## src/rtl/srmb_pkg.sv

```systemverilog
// Shared constants and types for the serial radio mode bridge.
// Assumes one 20 MHz clock; frame bytes arrive already delimited.
package srmb_pkg;
  localparam int          HDR_MAX    = 16;
  localparam logic [63:0] BCAST_ADDR = 64'h0000_0000_0000_ffff;
  localparam logic [4:0]  TX_HDR_LEN = 5'h10;
  localparam logic [4:0]  RX_HDR_LEN = 5'h0f;
  localparam logic [4:0]  STAT_LEN   = 5'h03;
  localparam logic        MODE_RST   = 1'b0;
  localparam logic [7:0]  FT_TX_DATA = 8'h10;
  localparam logic [7:0]  FT_TX_CFG  = 8'h17;
  localparam logic [7:0]  FT_TX_DIAG = 8'h21;
  localparam logic [7:0]  FT_RX_DATA = 8'h90;
  localparam logic [7:0]  FT_RX_CFG  = 8'h97;
  localparam logic [7:0]  FT_RX_IOS  = 8'h92;
  localparam logic [7:0]  FT_RX_DIAG = 8'h8d;
  localparam logic [7:0]  FT_TX_STAT = 8'h8b;

  typedef enum logic [1:0] {
    KIND_DATA = 2'h0,
    KIND_CFG  = 2'h1,
    KIND_IOS  = 2'h2,
    KIND_DIAG = 2'h3
  } srmb_kind_t;

  function automatic logic [7:0] srmb_rx_type(input srmb_kind_t k);
    unique case (k)
      KIND_DATA: srmb_rx_type = FT_RX_DATA;
      KIND_CFG:  srmb_rx_type = FT_RX_CFG;
      KIND_IOS:  srmb_rx_type = FT_RX_IOS;
      KIND_DIAG: srmb_rx_type = FT_RX_DIAG;
    endcase
  endfunction
endpackage

```

## src/rtl/srmb_byte_if.sv

```systemverilog
// Byte stream with valid/ready and frame end marker.
// Used between the bridge and its header serialiser.
`timescale 1ns/1ps
interface srmb_byte_if;
  logic       valid;
  logic       ready;
  logic [7:0] data;
  logic       last;
  modport src (output valid, output data, output last, input ready);
  modport snk (input valid, input data, input last, output ready);
endinterface

```

## src/rtl/srmb_frame_ser.sv

```systemverilog
// Header serialiser: emits a left-justified byte vector.
// Load only while idle; the consumer owns the ready.
`timescale 1ns/1ps
module srmb_frame_ser
  import srmb_pkg::*;
#(
  parameter int MAXB = HDR_MAX
) (
  input  wire logic              clk,
  input  wire logic              rst_b,
  input  wire logic              load,
  input  wire logic [8*MAXB-1:0] vec,
  input  wire logic [4:0]        len,
  srmb_byte_if.src               out
);
  logic [8*MAXB-1:0] shFf;
  logic [4:0]        cntFf;

  assign out.valid = (cntFf != 5'h00);
  assign out.data  = shFf[8*MAXB-1 -: 8];
  assign out.last  = (cntFf == 5'h01);

  always_ff @(posedge clk or negedge rst_b) begin
    if (!rst_b) begin
      shFf  <= '0;
      cntFf <= 5'h00;
    end else if (load) begin
      shFf  <= vec;
      cntFf <= len;
    end else if (out.valid && out.ready) begin
      shFf  <= {shFf[8*MAXB-9:0], 8'h00};
      cntFf <= cntFf - 5'h01;
    end
  end

  property p_ser_done;
    @(posedge clk) disable iff (!rst_b)
      out.valid && out.ready && out.last && !load |=> !out.valid;
  endproperty
  a_ser_done: assert property (p_ser_done) else $error("serialiser overran");
endmodule

```

## src/rtl/srmb_bridge.sv

```systemverilog
// Mode bridge between host serial byte streams and the radio.
// Assumes upstream UART/SPI deframing and a radio packet engine.
`timescale 1ns/1ps
module srmb_bridge
  import srmb_pkg::*;
(
  input  wire logic        clk,
  input  wire logic        rst_b,
  input  wire logic        frameModeCfg,
  input  wire logic        spiSel,
  input  wire logic        cmdMode,
  input  wire logic [31:0] destAddrHigh,
  input  wire logic [31:0] destAddrLow,
  input  wire logic [15:0] networkId,
  input  wire logic [7:0]  preambleId,
  input  wire logic [31:0] serialNumHigh,
  input  wire logic [31:0] serialNumLow,
  output logic             frameModeOn,
  input  wire logic        hostInValid,
  input  wire logic [7:0]  hostInData,
  input  wire logic        hostInLast,
  output logic             hostInReady,
  output logic             cmdByteValid,
  output logic [7:0]       cmdByteData,
  output logic             radTxValid,
  output logic [7:0]       radTxData,
  output logic             radTxFirst,
  output logic             radTxLast,
  input  wire logic        radTxReady,
  output logic [63:0]      radTxDest,
  output logic             radTxBcast,
  output srmb_kind_t       radTxKind,
  output logic [7:0]       radTxSrcEp,
  output logic [7:0]       radTxDstEp,
  output logic [15:0]      radTxCluster,
  output logic [15:0]      radTxProfile,
  input  wire logic        radTxBusy,
  input  wire logic        radTxDone,
  input  wire logic [7:0]  radTxStatus,
  output logic             radRxEnable,
  input  wire logic        radRxValid,
  input  wire logic [7:0]  radRxData,
  input  wire logic        radRxFirst,
  input  wire logic        radRxLast,
  output logic             radRxReady,
  input  wire logic [15:0] radRxNetId,
  input  wire logic [7:0]  radRxPreamble,
  input  wire logic [63:0] radRxDest,
  input  wire logic [63:0] radRxSrc,
  input  wire srmb_kind_t  radRxKind,
  input  wire logic [7:0]  radRxSrcEp,
  input  wire logic [7:0]  radRxDstEp,
  input  wire logic [15:0] radRxCluster,
  input  wire logic [15:0] radRxProfile,
  output logic             hostOutValid,
  output logic [7:0]       hostOutData,
  output logic             hostOutLast,
  input  wire logic        hostOutReady
);
  typedef enum logic [1:0] {
    TX_IDLE = 2'b00,
    TX_HDR  = 2'b01,
    TX_PAY  = 2'b11,
    TX_DROP = 2'b10
  } srmb_tx_st_t;

  typedef enum logic [2:0] {
    RX_IDLE = 3'b000,
    RX_HDR  = 3'b001,
    RX_PAY  = 3'b011,
    RX_DROP = 3'b010,
    RX_STAT = 3'b110
  } srmb_rx_st_t;

  srmb_tx_st_t  txStFf;
  srmb_rx_st_t  rxStFf;
  logic         modeFf;
  logic [127:0] txHdrFf;
  logic [4:0]   txCntFf;
  logic         firstFf;
  logic [7:0]   txIdFf;
  logic [7:0]   doneIdFf;
  logic [7:0]   doneStatFf;
  logic         statPendFf;
  logic         outValidFf;
  logic [7:0]   outDataFf;
  logic         outLastFf;
  logic         rxMatch;
  logic         acceptOut;
  logic         hostTake;
  logic         serLoad;
  logic [127:0] serVec;
  logic [4:0]   serLen;
  logic [2:0]   txKindDec;
  srmb_byte_if  ser ();

  srmb_rx_filter u_filter (
    .networkId     (networkId),
    .preambleId    (preambleId),
    .serialNumHigh (serialNumHigh),
    .serialNumLow  (serialNumLow),
    .rxNetId       (radRxNetId),
    .rxPreamble    (radRxPreamble),
    .rxDest        (radRxDest),
    .match         (rxMatch)
  );

  srmb_frame_ser #(.MAXB(HDR_MAX)) u_ser (
    .clk   (clk),
    .rst_b (rst_b),
    .load  (serLoad),
    .vec   (serVec),
    .len   (serLen),
    .out   (ser)
  );

  // Operating mode, sampled only between host frames
  always_ff @(posedge clk or negedge rst_b) begin
    if (!rst_b) begin
      modeFf <= MODE_RST;
    end else if (txStFf == TX_IDLE && !hostInValid) begin
      modeFf <= frameModeCfg | spiSel;
    end
  end
  assign frameModeOn = modeFf;

  // Host type byte to radio kind, bit 2 marks a known type
  always_comb begin
    unique case (txHdrFf[119:112])
      FT_TX_DATA: txKindDec = {1'b1, KIND_DATA};
      FT_TX_CFG:  txKindDec = {1'b1, KIND_CFG};
      FT_TX_DIAG: txKindDec = {1'b1, KIND_DIAG};
      default:    txKindDec = 3'b000;
    endcase
  end

  assign hostTake = hostInValid && hostInReady;

  // Host to radio path
  always_comb begin
    hostInReady  = 1'b0;
    cmdByteValid = 1'b0;
    radTxValid   = 1'b0;
    unique case (txStFf)
      TX_IDLE: begin
        if (!modeFf && cmdMode) begin
          hostInReady  = 1'b1;
          cmdByteValid = hostInValid;
        end else begin
          hostInReady = modeFf;
        end
      end
      TX_HDR, TX_DROP: hostInReady = 1'b1;
      TX_PAY: begin
        radTxValid  = hostInValid;
        hostInReady = radTxReady;
      end
    endcase
  end
  assign cmdByteData = hostInData;
  assign radTxData   = hostInData;
  assign radTxLast   = hostInLast;
  assign radTxFirst  = firstFf;

  always_ff @(posedge clk or negedge rst_b) begin
    if (!rst_b) begin
      txStFf  <= TX_IDLE;
      txCntFf <= 5'h00;
      txHdrFf <= '0;
      firstFf <= 1'b0;
    end else begin
      unique case (txStFf)
        TX_IDLE: begin
          if (modeFf && hostTake) begin
            txHdrFf <= {txHdrFf[119:0], hostInData};
            txCntFf <= 5'h01;
            txStFf  <= hostInLast ? TX_IDLE : TX_HDR;
          end else if (!modeFf && !cmdMode && hostInValid) begin
            firstFf <= 1'b1;
            txStFf  <= TX_PAY;
          end
        end
        TX_HDR: begin
          if (hostTake) begin
            txHdrFf <= {txHdrFf[119:0], hostInData};
            txCntFf <= txCntFf + 5'h01;
            if (hostInLast) begin
              txStFf <= TX_IDLE;
            end else if (txCntFf == TX_HDR_LEN - 5'h01) begin
              // Unknown type byte: swallow the rest of the frame
              if (txKindDec[2]) begin
                firstFf <= 1'b1;
                txStFf  <= TX_PAY;
              end else begin
                txStFf <= TX_DROP;
              end
            end
          end
        end
        TX_PAY: begin
          if (radTxValid && radTxReady) begin
            firstFf <= 1'b0;
            if (hostInLast) begin
              txStFf <= TX_IDLE;
            end
          end
        end
        TX_DROP: begin
          if (hostTake && hostInLast) begin
            txStFf <= TX_IDLE;
          end
        end
      endcase
    end
  end

  // Radio packet attributes, fixed for a whole payload
  always_ff @(posedge clk or negedge rst_b) begin
    if (!rst_b) begin
      radTxDest    <= '0;
      radTxBcast   <= 1'b0;
      radTxKind    <= KIND_DATA;
      radTxSrcEp   <= 8'h00;
      radTxDstEp   <= 8'h00;
      radTxCluster <= 16'h0000;
      radTxProfile <= 16'h0000;
      txIdFf       <= 8'h00;
    end else if (txStFf == TX_IDLE && !modeFf && !cmdMode && hostInValid) begin
      radTxDest  <= {destAddrHigh, destAddrLow};
      radTxBcast <= ({destAddrHigh, destAddrLow} == BCAST_ADDR);
      radTxKind  <= KIND_DATA;
      txIdFf     <= 8'h00;
    end else if (txStFf == TX_HDR && hostTake && txCntFf == TX_HDR_LEN - 5'h01) begin
      radTxDest    <= {txHdrFf[103:48], txHdrFf[47:40]};
      radTxBcast   <= ({txHdrFf[103:48], txHdrFf[47:40]} == BCAST_ADDR);
      radTxKind    <= srmb_kind_t'(txKindDec[1:0]);
      txIdFf       <= txHdrFf[111:104];
      radTxSrcEp   <= txHdrFf[39:32];
      radTxDstEp   <= txHdrFf[31:24];
      radTxCluster <= txHdrFf[23:8];
      radTxProfile <= {txHdrFf[7:0], hostInData};
    end
  end

  // Transmit status, pending until queued for the host
  always_ff @(posedge clk or negedge rst_b) begin
    if (!rst_b) begin
      doneIdFf   <= 8'h00;
      doneStatFf <= 8'h00;
      statPendFf <= 1'b0;
    end else begin
      if (txStFf == TX_PAY && radTxValid && radTxReady && hostInLast) begin
        doneIdFf <= txIdFf;
      end
      if (radTxDone && modeFf && doneIdFf != 8'h00) begin
        doneStatFf <= radTxStatus;
        statPendFf <= 1'b1;
      end else if (serLoad && rxStFf == RX_IDLE && !radRxValid) begin
        statPendFf <= 1'b0;
      end
    end
  end

  assign radRxEnable = !radTxBusy;

  // Radio to host path
  assign acceptOut = !outValidFf || hostOutReady;
  assign ser.ready = acceptOut && (rxStFf == RX_HDR || rxStFf == RX_STAT);

  always_comb begin
    serLoad = 1'b0;
    serVec  = '0;
    serLen  = RX_HDR_LEN;
    if (rxStFf == RX_IDLE && radRxValid && radRxFirst) begin
      serLoad = modeFf && rxMatch;
      serVec  = {srmb_rx_type(radRxKind), radRxSrc, radRxSrcEp, radRxDstEp,
                 radRxCluster, radRxProfile, 8'h00};
    end else if (rxStFf == RX_IDLE && statPendFf && !radRxValid) begin
      serLoad = 1'b1;
      serVec  = {FT_TX_STAT, doneIdFf, doneStatFf, 104'h0};
      serLen  = STAT_LEN;
    end
  end

  always_comb begin
    radRxReady = 1'b0;
    unique case (rxStFf)
      RX_DROP: radRxReady = 1'b1;
      RX_PAY:  radRxReady = acceptOut;
      default: radRxReady = 1'b0;
    endcase
  end

  always_ff @(posedge clk or negedge rst_b) begin
    if (!rst_b) begin
      rxStFf <= RX_IDLE;
    end else begin
      unique case (rxStFf)
        RX_IDLE: begin
          if (radRxValid && radRxFirst) begin
            if (!rxMatch || (!modeFf && radRxKind != KIND_DATA)) begin
              rxStFf <= RX_DROP;
            end else begin
              rxStFf <= modeFf ? RX_HDR : RX_PAY;
            end
          end else if (statPendFf && !radRxValid) begin
            rxStFf <= RX_STAT;
          end
        end
        RX_HDR: begin
          if (ser.valid && ser.ready && ser.last) begin
            rxStFf <= RX_PAY;
          end
        end
        RX_STAT: begin
          if (ser.valid && ser.ready && ser.last) begin
            rxStFf <= RX_IDLE;
          end
        end
        RX_PAY, RX_DROP: begin
          if (radRxValid && radRxReady && radRxLast) begin
            rxStFf <= RX_IDLE;
          end
        end
        default: rxStFf <= RX_IDLE;
      endcase
    end
  end

  // Registered host output stage
  always_ff @(posedge clk or negedge rst_b) begin
    if (!rst_b) begin
      outValidFf <= 1'b0;
      outDataFf  <= 8'h00;
      outLastFf  <= 1'b0;
    end else if (acceptOut) begin
      outValidFf <= 1'b0;
      if (ser.valid && ser.ready) begin
        outValidFf <= 1'b1;
        outDataFf  <= ser.data;
        outLastFf  <= ser.last && rxStFf == RX_STAT;
      end else if (rxStFf == RX_PAY && radRxValid) begin
        outValidFf <= 1'b1;
        outDataFf  <= radRxData;
        outLastFf  <= radRxLast;
      end
    end
  end
  assign hostOutValid = outValidFf;
  assign hostOutData  = outDataFf;
  assign hostOutLast  = outLastFf;

  property p_reset_mode;
    @(posedge clk) disable iff (!rst_b) $rose(rst_b) |-> !modeFf;
  endproperty
  a_reset_mode: assert property (p_reset_mode) else $error("not transparent at reset");

  property p_spi_frames;
    @(posedge clk) disable iff (!rst_b)
      spiSel && txStFf == TX_IDLE && !hostInValid |=> modeFf;
  endproperty
  a_spi_frames: assert property (p_spi_frames) else $error("SPI left transparent");

  property p_cmd_block;
    @(posedge clk) disable iff (!rst_b)
      txStFf == TX_IDLE && !modeFf && cmdMode && hostInValid
        |-> cmdByteValid && !radTxValid ##1 txStFf == TX_IDLE;
  endproperty
  a_cmd_block: assert property (p_cmd_block) else $error("command byte queued");

  property p_trans_dest;
    @(posedge clk) disable iff (!rst_b)
      txStFf == TX_IDLE && !modeFf && !cmdMode && hostInValid
        |=> radTxDest[63:32] == $past(destAddrHigh) && radTxDest[31:0] == $past(destAddrLow)
          && txStFf == TX_PAY;
  endproperty
  a_trans_dest: assert property (p_trans_dest) else $error("wrong stored destination");

  property p_bcast;
    @(posedge clk) disable iff (!rst_b)
      radTxValid |-> radTxBcast == (radTxDest == BCAST_ADDR);
  endproperty
  a_bcast: assert property (p_bcast) else $error("broadcast flag wrong");

  property p_trans_pass;
    @(posedge clk) disable iff (!rst_b)
      txStFf == TX_PAY && hostInValid |-> radTxValid && radTxData == hostInData
        && hostInReady == radTxReady;
  endproperty
  a_trans_pass: assert property (p_trans_pass) else $error("byte not passed to radio");

  property p_filter;
    @(posedge clk) disable iff (!rst_b)
      rxStFf == RX_IDLE && radRxValid && radRxFirst && !rxMatch |=> rxStFf == RX_DROP;
  endproperty
  a_filter: assert property (p_filter) else $error("unmatched packet reported");

  property p_rx_enable;
    @(posedge clk) disable iff (!rst_b) radTxBusy != radRxEnable;
  endproperty
  a_rx_enable: assert property (p_rx_enable) else $error("receiver off while idle");

  property p_status;
    @(posedge clk) disable iff (!rst_b)
      radTxDone && modeFf && doneIdFf != 8'h00 |=> statPendFf ##[1:40] rxStFf == RX_STAT;
  endproperty
  a_status: assert property (p_status) else $error("status frame missing");

  property p_payload_out;
    @(posedge clk) disable iff (!rst_b)
      rxStFf == RX_PAY && radRxValid && acceptOut
        |=> hostOutValid && hostOutData == $past(radRxData);
  endproperty
  a_payload_out: assert property (p_payload_out) else $error("payload not forwarded");

  c_trans_tx: cover property (@(posedge clk) disable iff (!rst_b)
    !modeFf && radTxValid && radTxReady && radTxLast);
  c_frame_rx: cover property (@(posedge clk) disable iff (!rst_b)
    rxStFf == RX_HDR ##[1:20] rxStFf == RX_PAY);
  c_stat: cover property (@(posedge clk) disable iff (!rst_b)
    rxStFf == RX_STAT && hostOutLast && hostOutValid);
endmodule

```

## src/rtl/srmb_rx_filter.sv

```systemverilog
// Receive acceptance: network, preamble and address compare.
// Purely combinational; inputs held steady with the first beat.
`timescale 1ns/1ps
module srmb_rx_filter
  import srmb_pkg::*;
(
  input  wire logic [15:0] networkId,
  input  wire logic [7:0]  preambleId,
  input  wire logic [31:0] serialNumHigh,
  input  wire logic [31:0] serialNumLow,
  input  wire logic [15:0] rxNetId,
  input  wire logic [7:0]  rxPreamble,
  input  wire logic [63:0] rxDest,
  output logic             match
);
  // Own address or broadcast both count as addressed to us
  assign match = (rxNetId == networkId) && (rxPreamble == preambleId) &&
                 (rxDest == {serialNumHigh, serialNumLow} ||
                  rxDest == BCAST_ADDR);
endmodule

```

## config.mk

```make
export PLATFORM = sky130hd
export DESIGN_NAME = srmb_bridge
export DESIGN_NICKNAME = d
export VERILOG_FILES = /design/src/rtl/srmb_pkg.sv /design/src/rtl/srmb_byte_if.sv /design/src/rtl/srmb_frame_ser.sv /design/src/rtl/srmb_bridge.sv /design/src/rtl/srmb_rx_filter.sv
export SDC_FILE = /design/constraint.sdc
export NUM_CORES = 1
export LEC_CHECK = 0
export BUFFER_PORTS_ARGS = -buffer_cell sky130_fd_sc_hd__clkbuf_2
export CORE_AREA = 2 2 209 211
export CTS_BUF_LIST = sky130_fd_sc_hd__clkbuf_4 sky130_fd_sc_hd__clkbuf_8 sky130_fd_sc_hd__clkbuf_16
export CTS_CLUSTER_SIZE = 14
export DETAILED_ROUTE_END_ITERATION = 12
export DIE_AREA = 0 0 211 213
export PLACE_DENSITY = 0.75
export SLEW_MARGIN = 10
export SYNTH_ARGS = -nofsm -noshare
export SYNTH_HDL_FRONTEND = slang
export SYNTH_HIERARCHICAL = 1
export SYNTH_SLANG_ARGS = --single-unit
```

## constraint.sdc

```tcl
create_clock -name clk -period 5.82 [get_ports clk]
set_input_delay 0.291 -clock clk [delete_from_list [all_inputs] [get_ports clk]]
set_output_delay 0.291 -clock clk [all_outputs]
set_load 0.02 [all_outputs]
```

**After elaboration in Yosys (flattened, before gate mapping)**

Cells that the tools add are included.

- Add/sub/neg operators: 2
- Equality and inequality tests: 37
- Muxes and demuxes: 67
- Bitwise operators: 2
- Reduce and logical (&&, ||, !) cells: 68

Operators by type and width:

| kind | number |
|---|---|
| 2-to-1 mux 128 bit | 4 |
| 2-to-1 mux 120 bit | 2 |
| case mux 120 bit (2 select lines) | 1 |
| == test 64 x 16 -> 1 bit, second input constant | 3 |
| 2-to-1 mux 64 bit | 2 |
| == test 64 bit | 1 |
| logical AND 1 bit | 37 |
| 2-to-1 mux 8 bit | 4 |
| case mux 8 bit (4 select lines) | 1 |
| 2-to-1 mux 2 bit | 12 |
| 2-to-1 mux 1 bit | 23 |
| 2-to-1 mux 5 bit | 4 |
| inequality test 2 bit, second input constant | 9 |
| == test 16 bit | 1 |
| == test 8 x 5 -> 1 bit, second input constant | 2 |
| 2-to-1 mux 3 bit | 5 |
| case mux 3 bit (4 select lines) | 1 |
| nonzero test 2 bit | 6 |
| case mux 5 bit (2 select lines) | 1 |
| case mux 3 bit (3 select lines) | 1 |
| == test 2 bit, second input constant | 4 |
| == test 8 x 6 -> 1 bit, second input constant | 1 |
| == test 8 bit | 1 |
| 2-to-1 mux 4 bit | 2 |
| other kinds (29) | 48 |

- Register bits: 415
- Input port bits: 392
- Output and inout port bits: 149
- Logic and storage cells: 198

**Logic depth before layout (Yosys ltp)**

Gate-level depths: netlist of run 1.

- Depth in word-level cells: 9
- Mapped depth: 11
- Gate-level depth less buffers: 9

**Cells and area by module**

Netlist of run 1, hierarchy kept.

Modules (own cells, without submodules):

| module | times used | cells each | area an instance (µm²) | seq. area each (µm²) |
|---|---|---|---|---|
| srmb_bridge | 1 | 1,188 | 13,180.1 | 7,056.8 |
| srmb_frame_ser | 1 | 759 | 6,751.5 | 3,328.2 |
| srmb_rx_filter | 1 | 140 | 1,119.8 | 0.0 |

**Worst setup path after synthesis of run 1**

No wires, ideal clock.

- Path kind: input port to flip-flop
- Start point: input radRxDest[29]
- End point: register u_ser.shFf[124]
- Setup time: 77 ps
- Data arrival time: 2,514 ps
- Data required time: 5,743 ps
- Path slack: 3,229 ps
- Stages: 11
- Path buffers: 3
- Cell sequence: nor4_2 nand4_1 nor4_2 nand2_1 a2111oi_2 a31o_2 clkbuf_1 clkbuf_1 buf_1 a31oi_1 a21oi_1

- Word-level cells in the longest chain between the ends: 6
- Elaborated cells on any way between the ends: 8
- Those cells by class: eq/ne: 2; mux: 2; reduce/logical: 4

Ends and longest elaborated chain:

| what | line | RTL |
|---|---|---|
| from (decl) | srmb_bridge.sv:48 | `input wire logic [63:0] radRxDest,` |
| == test 64 bit / == test 64 x 16 -> 1 bit (equally long branches) | srmb_rx_filter.sv:18, srmb_rx_filter.sv:19 |  |
| logical OR 1 bit (*) | srmb_rx_filter.sv:18 | `(rxDest == {serialNumHigh, serialNumLow} \|\|` |
| logical AND 1 bit (*) | srmb_rx_filter.sv:17 | `assign match = (rxNetId == networkId) && (rxPreamble == preambleId) &&` |
| via rxMatch | srmb_bridge.sv:88 | `logic rxMatch;` |
| logical AND 1 bit (*) | srmb_bridge.sv:275 | `serLoad = modeFf && rxMatch;` |
| 2-to-1 mux 1 bit (*) | srmb_bridge.sv:274 | `if (rxStFf == RX_IDLE && radRxValid && radRxFirst) begin` |
| via serLoad | srmb_bridge.sv:91 | `logic serLoad;` |
| 2-to-1 mux 128 bit / nonzero test 2 bit (equally long branches) | n/a |  |
| to (signal assigned) | srmb_frame_ser.sv:28 | `shFf <= vec;` |
| to (signal assigned) | srmb_frame_ser.sv:31 | `shFf <= {shFf[8*MAXB-9:0], 8'h00};` |
| to (decl) | srmb_frame_ser.sv:16 | `logic [8*MAXB-1:0] shFf;` |

Mark *: on every way through the listed nets, which the timed path passes. The rest lies on a longest branch.
A chain may end at the register's enable or synchronous reset.

**Final worst setup path of run 1**

- Start point: input serialNumLow[15]
- End point: register u_ser.shFf[78]

- Word-level cells in the longest chain between the ends: 6
- Elaborated cells on any way between the ends: 7
- Those cells by class: eq/ne: 1; mux: 2; reduce/logical: 4

Ends and longest elaborated chain:

| what | line | RTL |
|---|---|---|
| from (decl) | srmb_bridge.sv:17 | `input wire logic [31:0] serialNumLow,` |
| == test 64 bit (*) | srmb_rx_filter.sv:18 |  |
| logical OR 1 bit (*) | srmb_rx_filter.sv:18 |  |
| logical AND 1 bit (*) | srmb_rx_filter.sv:17 |  |
| via rxMatch | srmb_bridge.sv:88 |  |
| logical AND 1 bit (*) | srmb_bridge.sv:275 |  |
| 2-to-1 mux 1 bit (*) | srmb_bridge.sv:274 |  |
| via serLoad | srmb_bridge.sv:91 |  |
| 2-to-1 mux 128 bit / nonzero test 2 bit (equally long branches) | n/a |  |

Marked as above.

==> impl_metrics.env, run 1 <==
export IMPL_synth_xor_area_frac=0.0366
export IMPL_dr_wl_met2_mm=31.6
export IMPL_synth_compound_area_frac=0.145
export IMPL_path_clk_slew_ps=60
export IMPL_power_per_cell_area_nw_per_um2=406
export IMPL_synth_area_leaders="dfrtp_1 (49%), mux2_2 (8.8%), a31oi_1 (5.5%), nor2b_1 (3.7%), o21ai_0 (3.7%)"
export IMPL_status="completed"
export IMPL_final_common_cell="clkbuf_2"
export IMPL_die_x_um=211
export IMPL_crit_arrival_ps=3730
export IMPL_synth_top_family_by_area="simple AND/OR/NAND/NOR gates"
export IMPL_hold_path_depth=3
export IMPL_crit_type="in2reg"
export IMPL_p_leak_nw=12.6
export IMPL_worst_pin_slew_ps=1240
export IMPL_synth_area_sq_um=21100
export IMPL_seq_area_sq_um=10400
export IMPL_cts_root_buf="clkbuf_16"
export IMPL_fillers=3485
export IMPL_drt_met1_wl_mm=28.8
export IMPL_instances_no_fill=3174
export IMPL_synthCells=2087
export IMPL_fmax_mhz=304
export IMPL_rsz0062_at_grt="no"
export IMPL_layout_common_cells="clkbuf_2 (539), dfrtp_1 (415), nand2_1 (191)"
export IMPL_synth_edf_count=0
export IMPL_whs_ps=27.8
export IMPL_yosysSeqAreaShare=0.493
export IMPL_fin_crit_sh=0.566
export IMPL_core_area_sq_um=42700
export IMPL_cts_buffers=44
export IMPL_final_max_slew_viol_count=0
export IMPL_dp_cells=3017
export IMPL_crit_path_end_kind="register"
export IMPL_portBuffers=540
export IMPL_final_nets=2998
export IMPL_grt_antenna_before_repair=8
export IMPL_grt_max_degree=173
export IMPL_firstDrtPassIters=5
export IMPL_placementRows=76
export IMPL_post_cts_setup_buffers=0
export IMPL_pin_count=541
export IMPL_hold_path_class="in2reg"
export IMPL_h_tree_depth=2
export IMPL_cp_max_fo=144
export IMPL_first_global_vias=17885
export IMPL_setup_viol=0
export IMPL_synth_cell_type_count=67
export IMPL_drv_cap=0
export IMPL_multi_input_area_sq_um=9810
export IMPL_fin_tns_setup_ps=0
export IMPL_finalHoldViolations=0
export IMPL_yosys_warnings=6
export IMPL_synthSimpleGateAreaFrac=0.163
export IMPL_gpl_final_weighted_congestion=0.989
export IMPL_drc=0
export IMPL_cts_buffer_depth=3
export IMPL_synthMuxAreaShare=0.108
export IMPL_final_cell_area_sq_um=26100
export IMPL_synth_top_cell_by_area="dfrtp_1"
export IMPL_worstSkewPairLatency_ps=580
export IMPL_rr_worst_depth=6
export IMPL_fin_worst_skew_ps=20.9
export IMPL_dpl_instance_area_sq_um=23800
export IMPL_ys_ff_latch=415
export IMPL_wl_met3_mm=4.94
export IMPL_clock_sinks=415
export IMPL_grt_ovfl_total=0
export IMPL_floorplan_initialDensity=0.493
export IMPL_relSlewSlack=0.163
export IMPL_grt_pass1_wl_mm=102
export IMPL_wire_per_inst_um=21.1
export IMPL_dp_hpwl_mm=46.6
export IMPL_grt_total_usage=0.292
export IMPL_vias=18362
export IMPL_wl_mm=67.0
export IMPL_syn_avg_cell_area_sq_um=10.1
export IMPL_antenna_left=0
export IMPL_holdBufCountCts=75
export IMPL_synth_fa_ha_area_frac=0.00832
export IMPL_synth_ff_type="dfrtp_1"
export IMPL_post_route_min_period_ps=3290
export IMPL_dieArea_sq_um=44900
export IMPL_cts_tree="built"
export IMPL_async_flop_share=1.00
export IMPL_drt_initial_drc_count=2000
export IMPL_cp_data_required_time_ps=6260
export IMPL_highest_layer="met5"
export IMPL_viasPerCell=5.79
export IMPL_area_growth_pct=24.0
export IMPL_ir_drop_mv=0.302
export IMPL_ctsResizeCount=0
export IMPL_chipHeight_um=213
export IMPL_drive_gt1_frac=0.320
export IMPL_yosysTopAreaCellShare=0.493
export IMPL_start_kind="input pin"
==> report_power, final <==
group	switching (W)	leakage, nW	internal, W
sequential	0.000728	5.34	0.00387
combinational	0.00174	6.45	0.00130
clock	0.00119	0.763	0.00176
==> critical path: stages <==
cell and delay [ps]:
clkbuf_2 110, xnor2_1 360, nand4_1 180, nor4_1 450, nand4_1 170, a2111oi_2 640
a31o_4 700, buf_12 480, nor2b_1 230, a21oi_1 60
==> cell type report <==
type,instances,area share
flip-flops and latches,415,0.398
multi-input cells,1481,0.376
repair buffers,632,0.139
clock buffers,64,0.0505
well taps,546,0.0262
clock inverters,14,0.00786
inverters,18,0.00273
diodes,4,0.000383
==> final timing paths <==
| kind | slack [ps] | start | endpoint |
|---|---|---|---|
| worst min-delay path | 30 | frameModeCfg | frameModeOn |
| worst min register to register | 480 | hostOutData[1] | hostOutData[1] |
| worst max register to register | 2560 | rxStFf[1] | u_ser/shFf[78] |
| min in group asynchronous | 270 | rst_b | hostOutData[6] |
| max in group asynchronous | 4140 | rst_b | radTxDstEp[6] |
| worst max-delay path | 2530 | serialNumLow[15] | u_ser/shFf[78] |
==> stage by stage <==
step	utilization	setup WS [ps]	total power [W]
floorplan	-	3230	0.00647
global placement	0.558	2150	0.00746
detailed placement	0.558	2070	0.00759
CTS	0.611	2540	0.0106
global route	0.612	2230	0.0111
finish	0.612	2530	0.0106
==> layer usage <==
metal  track usage  vias to the layer above
met3        0.0638                      114
li1              -                     8376
met1         0.406                     9056
met4        0.0818                        8
met2         0.461                      808
met5       0.00890                        -
==> registers in the layout, indices dropped and copies added, names as in the netlist <==
| signal | flops |
|---|---|
| statPendFf | 1 |
| txHdrFf | 120 |
| radTxDest | 64 |
| rxStFf | 3 |
| radTxFirst | 1 |
| doneStatFf | 8 |
| u_ser/shFf | 128 |
| radTxDstEp | 8 |
| radTxCluster | 16 |
| hostOutValid | 1 |
| txStFf | 2 |
| radTxBcast | 1 |
| txCntFf | 5 |
| radTxProfile | 16 |
| radTxSrcEp | 8 |
| hostOutData | 8 |
| txIdFf | 8 |
| doneIdFf | 8 |
| radTxKind | 2 |
| frameModeOn | 1 |
| hostOutLast | 1 |
| u_ser/cntFf | 5 |
==> cell families (layout without fill, tap and decap cells) <==
logic type,Yosys count,after routing
other,2,17
and+or+nand+nor,640,640
xor gates and xnor gates,88,88
adders and majority gates,14,14
AOI/OAI and AO/OA,530,530
DFF,415,415
muxes,196,196
buffers and inverters,202,728
==> Yosys cell counts, types with 3 or more instances <==
cell type  instances
dfrtp_1          415
nand2_1          191
a31oi_1          185
mux2_2           165
o21ai_0          155
a21oi_1          143
nor2b_1          125
clkbuf_1         101
and2_1            99
nor2_1            76
xnor2_1           72
buf_2             40
nor4_1            38
nand4_1           35
buf_4             31
a22o_1            20
mux2_4            20
inv_1             16
xor2_1            16
ha_1              14
mux2i_1           11
nand3_1           10
buf_1              8
nor3_1             8
nand2b_1           7
nand3b_1           6
nor4b_1            5
or4_1              5
and3_1             4
and4_1             4
buf_6              4
or3_1              4
and4b_1            3
nand4b_1           3
nor4_2             3
o21ai_1            3
o31a_1             3
o31ai_1            3
Power figures use the tool's default switching activity.
==> run 2, diff against run 1 <==
--- a/config.mk
+++ b/config.mk
@@ -5,13 +5,14 @@
 export SDC_FILE = /design/constraint.sdc
 export NUM_CORES = 1
 export LEC_CHECK = 0
+export ABC_AREA = 1
 export BUFFER_PORTS_ARGS = -buffer_cell sky130_fd_sc_hd__clkbuf_2
-export CORE_AREA = 2 2 209 211
+export CORE_AREA = 2 2 236 180
 export CTS_BUF_LIST = sky130_fd_sc_hd__clkbuf_4 sky130_fd_sc_hd__clkbuf_8 sky130_fd_sc_hd__clkbuf_16
 export CTS_CLUSTER_SIZE = 14
 export DETAILED_ROUTE_END_ITERATION = 12
-export DIE_AREA = 0 0 211 213
-export PLACE_DENSITY = 0.75
+export DIE_AREA = 0 0 238 182
+export PLACE_DENSITY = 0.8
 export SLEW_MARGIN = 10
 export SYNTH_ARGS = -nofsm -noshare
 export SYNTH_HDL_FRONTEND = slang
==> constraint.sdc (replaced) <==
create_clock -name clk -period 3.15 [get_ports clk]
set_input_delay 0.1575 -clock clk [delete_from_list [all_inputs] [get_ports clk]]
set_output_delay 0.1575 -clock clk [all_outputs]
set_load 0.02 [all_outputs]
==> impl_metrics.env, run 2 <==
export IMPL_status="completed"
export IMPL_fillers=3484
export IMPL_critPathTopFamily="simple AND/OR/NAND/NOR gates"
export IMPL_drive_gt1_frac=0.207
export IMPL_synthCells=2959
export IMPL_antenna_left=0
export IMPL_ctsResizeCount=0
export IMPL_timing_rr_start="txStFf[1]"
export IMPL_cts_tree="built"
export IMPL_die_x_um=238
export IMPL_drc=0
export IMPL_core_area_sq_um=41300
export IMPL_final_common_cell="nand2_1"
export IMPL_drt_initial_drc_count=1970
export IMPL_syn_avg_cell_area_sq_um=7.41
export IMPL_ys_ff_latch=415
export IMPL_netlist_top_cells_count="nand2_1 (993), inv_1 (416), dfrtp_1 (415)"
export IMPL_wl_mm=65.0
export IMPL_power_per_cell_area_nw_per_um2=830
export IMPL_crit_chain="inv_1 > ha_1 > nand2_1 > inv_2 > nand2_2 > buf_12 > inv_2 > nand2_1 > nand2_1 > nor2_1 > nand2_1 > nor2_1 > nand2_1 > nor2_1 > nand3_1 > nand2_1"
export IMPL_grtUsageMet2=0.450
export IMPL_post_route_min_period_ps=2900
export IMPL_gr_usage_met1=0.425
export IMPL_ir_drop_mv=0.485
export IMPL_use_met3=0.0660
export IMPL_grt_max_degree=100
export IMPL_synth_top_cell_by_area="dfrtp_1"
export IMPL_yosysSeqAreaShare=0.474
export IMPL_grt_total_usage=0.298
export IMPL_largest_reg_flops=128
export IMPL_layout_common_cells="nand2_1 (992), clkbuf_2 (539), dfrtp_1 (415)"
export IMPL_vias=21011
export IMPL_cts_buffer_depth=3
export IMPL_rsz0062_at_grt="no"
export IMPL_h_tree_depth=2
export IMPL_crit_arrival_ps=3380
export IMPL_fin_crit_sh=0.922
export IMPL_gpl_final_weighted_congestion=0.973
export IMPL_grt_antenna_before_repair=9
export IMPL_relSlewSlack=0.313
export IMPL_worstSkewPairLatency_ps=550
export IMPL_dieArea_sq_um=43300
export IMPL_crit_top_cell="nand2_1"
export IMPL_slowest_delay_ps=440
export IMPL_viasPerCell=5.16
export IMPL_r2r_slack_ps=250
export IMPL_synth_area_leaders="dfrtp_1 (47%), nand2_1 (17%), inv_1 (7.1%), o21ai_0 (6.2%), nor2_1 (4.9%)"
export IMPL_firstDrtPassIters=6
export IMPL_synth_cell_type_count=46
export IMPL_hold_path_class="in2reg"
export IMPL_rr_worst_depth=16
export IMPL_final_max_slew_viol_count=0
export IMPL_path_buf_inv=4
export IMPL_setup_slack_ps=247
export IMPL_dp_hpwl_mm=46.8
export IMPL_first_global_vias=19921
export IMPL_timing_rr_end="radTxBcast"
export IMPL_worst_pin_slew_ps=1030
export IMPL_reg_largest_list="u_ser/shFf (128), txHdrFf (120), radTxDest (64)"
export IMPL_pin_count=541
export IMPL_floorplan_initialDensity=0.531
export IMPL_busiest_layer="met2"
export IMPL_cts_buffers=42
export IMPL_portBuffers=540
export IMPL_yosys_warnings=6
export IMPL_cts_root_buf="clkbuf_16"
export IMPL_final_nets=3906
export IMPL_synth_ff_type="dfrtp_1"
export IMPL_yosysMostFrequentCell="nand2_1"
export IMPL_crit_path_end_kind="register"
export IMPL_post_cts_setup_buffers=0
export IMPL_setup_viol=0
export IMPL_cp_max_fo=67
export IMPL_placementRows=65
export IMPL_fin_tns_setup_ps=0
export IMPL_cp_data_required_time_ps=3630
export IMPL_holdPathEnd="u_ser/shFf[63]"
export IMPL_path_clk_slew_ps=60
export IMPL_crit_type="reg2reg"
export IMPL_min_delay_start="radRxSrc[7]"
export IMPL_async_flop_share=1.00
export IMPL_drv_cap=0
export IMPL_grt_ovfl_total=0
export IMPL_chipHeight_um=182
export IMPL_p_leak_nw=14.5
export IMPL_fmax_mhz=344
export IMPL_fin_worst_skew_ps=25.8
export IMPL_grt_pass1_wl_mm=103
export IMPL_wire_per_inst_um=16.0
export IMPL_synth_edf_count=0
export IMPL_hold_path_depth=7
export IMPL_yosysTopAreaCellShare=0.474
export IMPL_synth_area_sq_um=21900
export IMPL_start_kind="register"
export IMPL_area_growth_pct=23.2
export IMPL_place_ws_ps=242
export IMPL_finalHoldViolations=0
export IMPL_clock_sinks=415
export IMPL_largest_register="u_ser/shFf"
export IMPL_slowest_stage="dfrtp_1"
==> run 2: metal layers <==
layer	part of all wire	up-vias
met5	0.00083	-
met4	0.036	8
met1	0.44	9690
met2	0.44	925
met3	0.088	187
li1	-	10201
==> run 2: worst max path at each step <==
stage / start / endpoint / slack [ps] / cells after the start
floorplan: rxStFf[1] / u_ser/shFf[10] / 870 / 15
global placement: radRxDest[56] / u_ser/shFf[104] / 290 / 15
detailed placement: radRxDest[56] / u_ser/shFf[81] / 240 / 15
CTS: txStFf[1] / radTxBcast / 440 / 16
global route: txStFf[1] / radTxBcast / 130 / 16
finish: txStFf[1] / radTxBcast / 250 / 16
==> run 2: kinds of logic (layout without fill, tap and decap cells) <==
family                   count (synthesis)  after routing  share of synthesized area
multiplexers                             8              8                    0.00411
flip-flops                             415            415                      0.474
AND/OR/NAND/NOR                       1399           1399                      0.252
XOR/XNOR                                32             32                     0.0128
other                                    2             18                   0.000343
buffers and inverters                  594           1152                      0.121
AO/OA/AOI/OAI                          495            495                      0.128
adder cells (fa/ha/maj)                 14             14                    0.00799
==> run 2: layout make-up <==
type	instances	area [sq um]	share of cell area
antenna	5	12.5	0.000463
clock buffer	63	1310	0.0485
clock inverter	9	120	0.00445
inverter	426	1610	0.0595
multi-input combinational	1961	8950	0.332
sequential	415	10400	0.385
tap	536	671	0.0248
timing repair buffer	654	3950	0.146
==> run 2: timing repair <==
item / in CTS / in global routing
hold endpoints to repair: 146 / 0
endpoints found under the setup margin: 0 / 0
hold buffers: 76 / 0
==> run 2: report_power, final <==
group / switching (W) / internal [W]
Clock: 0.00212 / 0.00303
Combinational: 0.00597 / 0.00292
Sequential: 0.00110 / 0.00728
Total: 0.00919 / 0.0132
==> run 2: through the flow <==
stage                util  power (W)  std cells  area (sq um)  hold slack [ps]
detailed placement  0.600     0.0170       3916         24800              173
floorplan               -     0.0145       2970         22000             -138
global placement    0.600     0.0168       3916         24800              176
CTS                 0.653     0.0223       4064         27000             14.5
finish              0.654     0.0224       4069         27000             40.0
global route        0.654     0.0240       4069         27000             53.7
==> run 2: tightest hold or removal path, cell delays in order <==
cell and delay, ps:
clkbuf_2 80, inv_1 40, nor2_1 30, nand2_1 50
o21ai_0 70, nand2_1 60, o21ai_1 50
